`src/inc/lde_map.svh`:
```
// register offsets, field positions, reset values and timing counts of the line i/o control
`ifndef LDE_MAP_SVH
`define LDE_MAP_SVH

// ==================================================
// register offsets
`define LDE_ADDR_CTRL       8'h00
`define LDE_ADDR_AUX_CFG    8'h04
`define LDE_ADDR_STATUS     8'h08
`define LDE_ADDR_IRQ_EN     8'h0c
`define LDE_ADDR_LEVELS     8'h10

// ==================================================
// field positions
`define LDE_CTRL_DRV_EN     0
`define LDE_CTRL_INVERT     1
`define LDE_AUX_DO_EN       0
`define LDE_IRQ_W           2
`define LDE_EVT_AUX_EDGE    0
`define LDE_EVT_LINE_EDGE   1
`define LDE_LVL_PWR_GOOD    0
`define LDE_LVL_LINE_DRV    1
`define LDE_LVL_AUX_DRV     2
`define LDE_LVL_TRANSMIT_ENABLE_INPUT        3

// ==================================================
// reset values
`define LDE_RST_DRV_EN      1'b0
`define LDE_RST_INVERT      1'b0
`define LDE_RST_DO_EN       1'b0
`define LDE_RST_IRQ_EN      2'h0

// ==================================================
// timing
`define LDE_CLK_HZ              40000000
`define LDE_PG_RELEASE_US       4000
`define LDE_PG_RELEASE_CYCLES   (`LDE_PG_RELEASE_US * (`LDE_CLK_HZ / 1000000))

`endif

```
`src/inc/lde_pkg.sv`:
```
// types shared by the line i/o control modules
`include "lde_map.svh"

package lde_pkg;

    // ==================================================
    // power good sequencer
    typedef enum logic [1:0] {
        PG_HOLD  = 2'b00,
        PG_COUNT = 2'b01,
        PG_GOOD  = 2'b11
    } pg_state_t;

    typedef struct packed {
        pg_state_t   state;
        logic [31:0] cnt;
        logic        hold;
    } pg_regs_t;

    // ==================================================
    // auxiliary pin pair
    typedef struct packed {
        logic line_o;
        logic line_oe;
        logic logic_o;
        logic logic_oe;
    } aux_regs_t;

    // ==================================================
    // top level state
    typedef struct packed {
        logic                  drv_en;
        logic                  invert;
        logic                  do_en;
        logic [`LDE_IRQ_W-1:0] status;
        logic [`LDE_IRQ_W-1:0] irq_en;
        logic [31:0]           rdata;
        logic                  line_drv;
        logic                  line_oe;
        logic                  rx;
        logic                  irq_oe;
        logic                  line_prev;
        logic                  aux_prev;
    } top_regs_t;

endpackage

```
`src/aux_pin_path.sv`:
```
// direction and inversion of the auxiliary line / auxiliary logic pin pair
`timescale 1ns/1ps
`default_nettype none

module aux_pin_path (
    input  wire logic clk_i,           // 40 MHz clock
    input  wire logic rst_i,           // async reset, active high
    input  wire logic in_reset_i,      // device held in reset
    input  wire logic do_en_i,         // 1: line is an output
    input  wire logic aux_line_in_i,   // sensed aux line level
    input  wire logic aux_logic_in_i,  // sensed aux logic level
    output logic      aux_line_o,      // aux line drive level
    output logic      aux_line_oe_o,   // aux line driver on
    output logic      aux_logic_o,     // aux logic drive level
    output logic      aux_logic_oe_o   // aux logic pin driven
);

    lde_pkg::aux_regs_t st_r;
    lde_pkg::aux_regs_t st_nxt;

    // ==================================================
    // pin pair
    always_comb begin
        st_nxt          = '0;
        if (in_reset_i) begin
            st_nxt = '0;
        end else if (do_en_i) begin
            st_nxt.line_oe  = 1'b1;
            st_nxt.line_o   = ~aux_logic_in_i;
        end else begin
            st_nxt.logic_oe = 1'b1;
            st_nxt.logic_o  = ~aux_line_in_i;
        end
    end

    always_ff @(posedge clk_i or posedge rst_i) begin
        if (rst_i) begin
            st_r <= '0;
        end else begin
            st_r <= st_nxt;
        end
    end

    assign aux_line_o     = st_r.line_o;
    assign aux_line_oe_o  = st_r.line_oe;
    assign aux_logic_o    = st_r.logic_o;
    assign aux_logic_oe_o = st_r.logic_oe;

endmodule

`default_nettype wire

```
`src/line_io_ctrl.sv`:
```
// pin level control of a dual driver line transceiver: drivers, aux pins, irq, reset pin
//
// The implementer's own choices: the register addresses and the strobed register port.
`timescale 1ns/1ps
`default_nettype none
`include "lde_map.svh"

module line_io_ctrl #(
    parameter int unsigned RELEASE_CYCLES = `LDE_PG_RELEASE_CYCLES,
    parameter int unsigned ADDR_W         = 8
) (
    input  wire logic              clk_i,            // 40 MHz clock
    input  wire logic              rst_i,            // async reset, active high
    input  wire logic [ADDR_W-1:0] addr_i,           // register byte address
    input  wire logic [31:0]       wdata_i,          // write data
    input  wire logic              wr_i,             // write strobe
    input  wire logic              rd_i,             // read strobe
    output logic      [31:0]       rdata_o,          // read data, cycle after rd_i
    input  wire logic              tx_i,             // transmit data from uart
    input  wire logic              transmit_enable_input_i,           // transmit enable input
    input  wire logic              line_in_i,        // sensed main line level
    output logic                   line_drv_o,       // main line drive level
    output logic                   line_drv_oe_o,    // main line driver on
    output logic                   rx_o,             // receive data to uart
    input  wire logic              aux_line_in_i,    // sensed aux line level
    output logic                   aux_line_o,       // aux line drive level
    output logic                   aux_line_oe_o,    // aux line driver on
    input  wire logic              aux_logic_in_i,   // sensed aux logic pin
    output logic                   aux_logic_o,      // aux logic drive level
    output logic                   aux_logic_oe_o,   // aux logic pin driven
    output logic                   irq_n_o,          // irq pin level when driven
    output logic                   irq_oe_o,         // irq pin pulled low
    input  wire logic              rst_pin_in_i,     // sensed reset pin level
    output logic                   rst_pin_out_o,    // reset pin level when driven
    output logic                   rst_pin_oe_o,     // reset pin pulled low
    input  wire logic              line_supply_ok_i, // line supply above lockout
    input  wire logic              five_volt_ok_i,   // 5 V supply above lockout
    input  wire logic              buck_ok_i,        // buck output above lockout
    input  wire logic              buck_on_i         // buck converter enabled
);

    generate
        if (ADDR_W < 5 || ADDR_W > 32) begin : g_chk
            $error("line_io_ctrl: ADDR_W must be 5..32");
        end
    endgenerate

    localparam int unsigned W = `LDE_IRQ_W;

    lde_pkg::top_regs_t st_r;
    lde_pkg::top_regs_t st_nxt;
    logic               dev_reset;
    logic               pg_hold;
    logic [W-1:0]       events;
    logic [W-1:0]       w1c;
    logic [31:0]        rd_mux;

    // ==================================================
    // reset pin
    // the pin is sensed, not our own pull, so an outside pull and our
    // power good pull act alike
    assign dev_reset = ~rst_pin_in_i;

    power_good_seq #(
        .RELEASE_CYCLES(RELEASE_CYCLES)
    ) u_pg (
        .clk_i           (clk_i),
        .rst_i           (rst_i),
        .line_supply_ok_i(line_supply_ok_i),
        .five_volt_ok_i  (five_volt_ok_i),
        .buck_ok_i       (buck_ok_i),
        .buck_on_i       (buck_on_i),
        .hold_o          (pg_hold)
    );

    // open-drain: data is always low, only the enable moves
    assign rst_pin_out_o = 1'b0;
    assign rst_pin_oe_o  = pg_hold;
    assign irq_n_o       = 1'b0;

    // ==================================================
    // aux pin pair
    aux_pin_path u_aux (
        .clk_i         (clk_i),
        .rst_i         (rst_i),
        .in_reset_i    (dev_reset),
        .do_en_i       (st_r.do_en),
        .aux_line_in_i (aux_line_in_i),
        .aux_logic_in_i(aux_logic_in_i),
        .aux_line_o    (aux_line_o),
        .aux_line_oe_o (aux_line_oe_o),
        .aux_logic_o   (aux_logic_o),
        .aux_logic_oe_o(aux_logic_oe_o)
    );

    // ==================================================
    // register bus
    always_comb begin
        rd_mux = 32'h0;
        if (addr_i == ADDR_W'(`LDE_ADDR_CTRL)) begin
            rd_mux[`LDE_CTRL_DRV_EN] = st_r.drv_en;
            rd_mux[`LDE_CTRL_INVERT] = st_r.invert;
        end else if (addr_i == ADDR_W'(`LDE_ADDR_AUX_CFG)) begin
            rd_mux[`LDE_AUX_DO_EN] = st_r.do_en;
        end else if (addr_i == ADDR_W'(`LDE_ADDR_STATUS)) begin
            rd_mux[W-1:0] = st_r.status;
        end else if (addr_i == ADDR_W'(`LDE_ADDR_IRQ_EN)) begin
            rd_mux[W-1:0] = st_r.irq_en;
        end else if (addr_i == ADDR_W'(`LDE_ADDR_LEVELS)) begin
            rd_mux[`LDE_LVL_PWR_GOOD] = ~pg_hold;
            rd_mux[`LDE_LVL_LINE_DRV] = st_r.line_oe;
            rd_mux[`LDE_LVL_AUX_DRV]  = aux_line_oe_o;
            rd_mux[`LDE_LVL_TRANSMIT_ENABLE_INPUT]     = transmit_enable_input_i;
        end
    end

    assign w1c = (wr_i && addr_i == ADDR_W'(`LDE_ADDR_STATUS)) ? wdata_i[W-1:0] : '0;

    // ==================================================
    // events
    // aux edge only counts while the aux line is an input; line edge only
    // while our own driver is off, so our own transmit does not echo
    assign events[`LDE_EVT_AUX_EDGE]  = ~st_r.do_en & (aux_line_in_i ^ st_r.aux_prev);
    assign events[`LDE_EVT_LINE_EDGE] = ~st_r.line_oe & (line_in_i ^ st_r.line_prev);

    // ==================================================
    // next state
    always_comb begin
        st_nxt           = st_r;
        st_nxt.line_prev = line_in_i;
        st_nxt.aux_prev  = aux_line_in_i;
        st_nxt.rdata     = rd_i ? rd_mux : 32'h0;
        if (wr_i) begin
            if (addr_i == ADDR_W'(`LDE_ADDR_CTRL)) begin
                st_nxt.drv_en = wdata_i[`LDE_CTRL_DRV_EN];
                st_nxt.invert = wdata_i[`LDE_CTRL_INVERT];
            end else if (addr_i == ADDR_W'(`LDE_ADDR_AUX_CFG)) begin
                st_nxt.do_en = wdata_i[`LDE_AUX_DO_EN];
            end else if (addr_i == ADDR_W'(`LDE_ADDR_IRQ_EN)) begin
                st_nxt.irq_en = wdata_i[W-1:0];
            end
        end
        // a new event beats a clear in the same cycle
        st_nxt.status = (st_r.status & ~w1c) | events;
        st_nxt.irq_oe = |(st_r.status & st_r.irq_en);
        st_nxt.line_oe  = st_r.drv_en & transmit_enable_input_i;
        st_nxt.line_drv = st_r.invert ? tx_i : ~tx_i;
        st_nxt.rx       = st_r.invert ? line_in_i : ~line_in_i;
        if (dev_reset) begin
            st_nxt.drv_en  = `LDE_RST_DRV_EN;
            st_nxt.invert  = `LDE_RST_INVERT;
            st_nxt.do_en   = `LDE_RST_DO_EN;
            st_nxt.irq_en  = `LDE_RST_IRQ_EN;
            st_nxt.status  = '0;
            st_nxt.irq_oe  = 1'b0;
            st_nxt.line_oe = 1'b0;
        end
    end

    always_ff @(posedge clk_i or posedge rst_i) begin
        if (rst_i) begin
            st_r <= '0;
        end else begin
            st_r <= st_nxt;
        end
    end

    // ==================================================
    // outputs
    assign rdata_o       = st_r.rdata;
    assign line_drv_o    = st_r.line_drv;
    assign line_drv_oe_o = st_r.line_oe;
    assign rx_o          = st_r.rx;
    assign irq_oe_o      = st_r.irq_oe;
endmodule

`default_nettype wire

```
`src/power_good_seq.sv`:
```
// undervoltage monitor and release delay behind the reset / power good pin
`timescale 1ns/1ps
`default_nettype none
`include "lde_map.svh"

module power_good_seq #(
    parameter int unsigned RELEASE_CYCLES = `LDE_PG_RELEASE_CYCLES
) (
    input  wire logic clk_i,           // 40 MHz clock
    input  wire logic rst_i,           // async reset, active high
    input  wire logic line_supply_ok_i, // line supply above lockout
    input  wire logic five_volt_ok_i,  // 5 V supply above lockout
    input  wire logic buck_ok_i,       // buck output above lockout
    input  wire logic buck_on_i,       // buck converter enabled
    output logic      hold_o           // pull the reset pin low
);

    generate
        if (RELEASE_CYCLES < 1 || RELEASE_CYCLES > 32'h7fffffff) begin : g_chk
            $error("power_good_seq: RELEASE_CYCLES out of range");
        end
    endgenerate

    localparam logic [31:0] LAST = 32'(RELEASE_CYCLES - 1);

    lde_pkg::pg_regs_t st_r;
    lde_pkg::pg_regs_t st_nxt;
    logic              all_ok;

    // ==================================================
    // sequencer
    // with the buck off only the 5 V rail counts
    assign all_ok = five_volt_ok_i & (~buck_on_i | (line_supply_ok_i & buck_ok_i));

    always_comb begin
        st_nxt = st_r;
        unique case (st_r.state)
            lde_pkg::PG_HOLD: begin
                st_nxt.cnt = 32'h0;
                if (all_ok) begin
                    st_nxt.state = lde_pkg::PG_COUNT;
                end
            end
            lde_pkg::PG_COUNT: begin
                if (!all_ok) begin
                    st_nxt.state = lde_pkg::PG_HOLD;
                    st_nxt.cnt   = 32'h0;
                end else if (st_r.cnt == LAST) begin
                    st_nxt.state = lde_pkg::PG_GOOD;
                    st_nxt.hold  = 1'b0;
                end else begin
                    st_nxt.cnt = st_r.cnt + 32'h1;
                end
            end
            lde_pkg::PG_GOOD: begin
                if (!all_ok) begin
                    st_nxt.state = lde_pkg::PG_HOLD;
                    st_nxt.hold  = 1'b1;
                end
            end
            default: begin
                st_nxt.state = lde_pkg::PG_HOLD;
                st_nxt.hold  = 1'b1;
            end
        endcase
    end

    always_ff @(posedge clk_i or posedge rst_i) begin
        if (rst_i) begin
            st_r <= '{state: lde_pkg::PG_HOLD, cnt: 32'h0, hold: 1'b1};
        end else begin
            st_r <= st_nxt;
        end
    end

    assign hold_o = st_r.hold;
endmodule

`default_nettype wire

```
`config.mk`:
```
export PLATFORM = sky130hd
export DESIGN_NAME = line_io_ctrl
export DESIGN_NICKNAME = d
export VERILOG_FILES = /design/src/inc/lde_pkg.sv /design/src/aux_pin_path.sv /design/src/line_io_ctrl.sv /design/src/power_good_seq.sv
export VERILOG_INCLUDE_DIRS = /design/src /design/src/inc
export SDC_FILE = /design/constraint.sdc
export NUM_CORES = 1
export LEC_CHECK = 0
export BUFFER_PORTS_ARGS = -buffer_cell sky130_fd_sc_hd__buf_2
export CAP_MARGIN = 5
export CORE_MARGIN = 4
export CORE_UTILIZATION = 55
export DETAILED_ROUTE_END_ITERATION = 8
export PLACE_DENSITY_LB_ADDON = 0.08
export SKIP_LAST_GASP = 1
export SYNTH_ARGS = -nofsm -noshare
export SYNTH_HDL_FRONTEND = slang
export SYNTH_SLANG_ARGS = --single-unit
```
`constraint.sdc`:
```
create_clock -name clk_i -period 3.05 [get_ports clk_i]
set_input_delay 0.61 -clock clk_i [delete_from_list [all_inputs] [get_ports clk_i]]
set_output_delay 0.61 -clock clk_i [all_outputs]
set_load 0.02 [all_outputs]
```
==> flow_metrics.env <==
export IMPL_status="finished clean"
export IMPL_die_y_um=83.0
export IMPL_clock_sinks=56
export IMPL_total_power_mw=1.37
export IMPL_reg2reg_depth=6
export IMPL_post_route_period_util=0.698
export IMPL_p_sw_mw=0.325
export IMPL_crit_arrival_ns=2.37
export IMPL_cts_tree="built"
export IMPL_synth_top_family_by_area="simple AND/OR/NAND/NOR gates"
export IMPL_fp_coreArea_sq_um=5470
export IMPL_worst_hold_path_type="in2async"
export IMPL_synthAdderAreaFrac=0.00404
export IMPL_combPwrFrac=0.081
export IMPL_cts_buffers=5
export IMPL_dp_slack_ns=0.877
export IMPL_stdcell_area_sq_um=3320
export IMPL_r2r_end="u_pg.st_r[17]"
export IMPL_drtAntennaViolNets=0
export IMPL_power_internal_mw=1.05
export IMPL_synthCells=332
export IMPL_cts_resized=0
export IMPL_crit_path_start_kind="flop"
export IMPL_synth_area_sq_um=3090
export IMPL_synth_top_cell_by_area="dfrtp_1"
export IMPL_synthXorXnorAreaFrac=0.0481
export IMPL_final_common_cell="dfrtp_1"
export IMPL_place_area_sq_um=3200
export IMPL_leakage_nw=1.53
export IMPL_maxCapViolations=0
export IMPL_end_kind="flop"
export IMPL_drt_pass1_iterations=4
export IMPL_synth_compound_area_frac=0.119
export IMPL_p_clk_frac=0.368
export IMPL_multi_input_area_sq_um=1460
export IMPL_crit_fanout=5
export IMPL_antenna_found_initial=0
export IMPL_drt_iter0_markers=154
export IMPL_setup_viol=0
export IMPL_crit_path_start="u_pg.st_r[1]"
export IMPL_clk_pin_slew_ns=0.10
export IMPL_die_area_sq_um=6890
export IMPL_synth_ff_type="dfrtp_1"
export IMPL_antennaDiodeCount=0
export IMPL_vdd_drop_max_uv=248
export IMPL_layout_drive_gt1_share=0.166
export IMPL_wire_per_inst_um=14.0
export IMPL_final_nets=416
export IMPL_ys_seq_area_frac=0.453
export IMPL_routabilityCongestion=0.863
export IMPL_seqPwrFrac=0.550
export IMPL_first_global_vias=2374
export IMPL_io_pins=97
export IMPL_relSlewSlack=0.526
export IMPL_route_detailed_drc=0
export IMPL_holdWs_ns=0.407
export IMPL_swShare=0.237
export IMPL_grtUsageTotal=0.187
export IMPL_vias=2401
export IMPL_syn_to_final_growth_pct=7.40
export IMPL_synth_area_mux_share=0.0101
export IMPL_endpoint="u_pg.st_r[17]"
export IMPL_register_area_sq_um=1400
export IMPL_post_cts_buffers=0
export IMPL_setup_tns_ns=0
export IMPL_die_x_um=83.0
export IMPL_insertion_delay_ns=0.31
export IMPL_rsz0062_at_grt="false"
export IMPL_finalWorstSetupSlack_ns=0.921
export IMPL_synth_top_area_frac=0.445
export IMPL_routed_via_density=5.53
export IMPL_cts_root_buf="clkbuf_8"
export IMPL_synth_enable_flop_cells=0
export IMPL_max_slew_worst_pin_slew_ns=0.709
export IMPL_yosys_warnings=0
export IMPL_async_reset_ff_frac=1.00
export IMPL_yosys_area_share_simple=0.254
export IMPL_grt_first_pass_wirelength_um=10900
export IMPL_io_buffer_count=36
export IMPL_cellPowerDensity_nw_per_um2=413
export IMPL_clock_fmax_mhz=470
export IMPL_path_class="reg2reg"
export IMPL_netlist_top_cells_area="dfrtp_1, buf_4, nand2_1"
export IMPL_htree_levels=2
export IMPL_grt_max_degree=35
export IMPL_hold_buffers=0
export IMPL_routed_wl_um=6070
export IMPL_yosys_register_bits=56
export IMPL_clockBufferDepth=2
export IMPL_clock_skew_ns=0.00825
export IMPL_hold_viol=0
export IMPL_gr_total_overflow=0
export IMPL_crit_required_ns=3.29
export IMPL_rows=27
export IMPL_fillers=469
export IMPL_hpwl_um=4440
export IMPL_maxSlewViolCount=0
export IMPL_layout_common_cells="dfrtp_1, buf_2, conb_1"
export IMPL_synth_cell_types=51
export IMPL_start_util=0.565
export IMPL_reg2reg_slack_ns=0.92
export IMPL_layout_min_cycle_time_ns=2.13
export IMPL_syn_avg_cell_area_sq_um=9.32
export IMPL_reg2reg_from="u_pg.st_r[1]"
critical path, cell delays in order (launching register included):
cell and delay (ns):
dfrtp_1 0.41, ha_1 0.23, nand4_1 0.18, nor4_2 0.50, nand2_1 0.22, or3_1 0.38, a21oi_1 0.14
how the worst min path moves through the flow:
stage	slack [ns]	from	endpoint
after floorplan	0.46	st_r[42]	u_aux.aux_logic_oe_o
after global placement	0.50	u_pg.st_r[12]	u_pg.st_r[12]
after detailed placement	0.51	st_r[42]	u_aux.aux_logic_oe_o
after CTS	0.43	aux_logic_in_i	u_aux.aux_line_o
after global routing	0.42	aux_line_in_i	st_r[0]
final	0.41	rst_i	u_pg.st_r[24]
cell type report:
class	instances	area share
Multi-Input combinational cell	249	0.439
Sequential cell	56	0.422
Tap cell	72	0.0271
Clock inverter	2	0.0117
Inverter	7	0.00791
Timing Repair Buffer	42	0.0678
Clock buffer	6	0.0248
power groups by stage:
stage	Sequential, mW	Combinational [mW]	Clock, mW
after global placement	0.770	0.112	0
after floorplan	0.772	0.104	0
after detailed placement	0.770	0.112	0
after global routing	0.757	0.125	0.562
after CTS	0.755	0.112	0.520
final	0.755	0.112	0.505
flip-flops by register name, indices dropped and copies added, names as in the netlist:
name / cells
u_aux.aux_line_oe_o: 1
rx_o: 1
u_aux.aux_logic_oe_o: 1
st_r: 9
u_pg.st_r: 34
u_aux.aux_line_o: 1
irq_oe_o: 1
rdata_o: 4
u_pg.hold_o: 1
line_drv_o: 1
line_drv_oe_o: 1
u_aux.aux_logic_o: 1
cell usage after synthesis (2+ instances only):
master    instances
nor3_1            7
o211a_1           2
clkbuf_1         11
nor2_1           23
nand2b_1          2
mux2i_1           2
and2_1            3
inv_1             7
a31oi_1           2
o21a_1            2
xor2_1            6
buf_4            34
and4_1            4
nand2_1          29
xnor2_1          11
nor2b_1           7
buf_2             4
a22o_1            2
or3_1             3
and3_1           10
o311ai_0          3
o211ai_1          2
nor4_1           12
nand4_1          13
o41ai_1           3
dfrtp_1          55
nor3b_1           2
nand3_1          17
a21oi_1          11
o21ai_0          19
a211o_1           2
nor4_2            3
kinds of logic (layout without fill, tap and decap cells):
| logic type | count (synthesis) | count (layout) |
|---|---|---|
| other | 1 | 30 |
| DFF | 56 | 56 |
| buffers and inverters | 56 | 57 |
| muxes | 3 | 3 |
| xor gates and xnor gates | 17 | 17 |
| AOI/OAI and AO/OA | 56 | 56 |
| adders and majority gates | 1 | 1 |
| and+or+nand+nor | 142 | 142 |
metal layers:
layer	wire length, um	track usage	vias to the layer above
met1	2750	0.245	1138
met3	291	0.0367	9
met4	90	0.0490	0
met2	2930	0.318	63
li1	-	-	1191
met5	0	0	-
metrics by stage:
step | util | instances
after floorplan | - | 361
after detailed placement | 0.585 | 426
after global routing | 0.607 | 434
after global placement | 0.585 | 426
final | 0.607 | 434
after CTS | 0.607 | 434
Power figures use the tool's default switching activity.
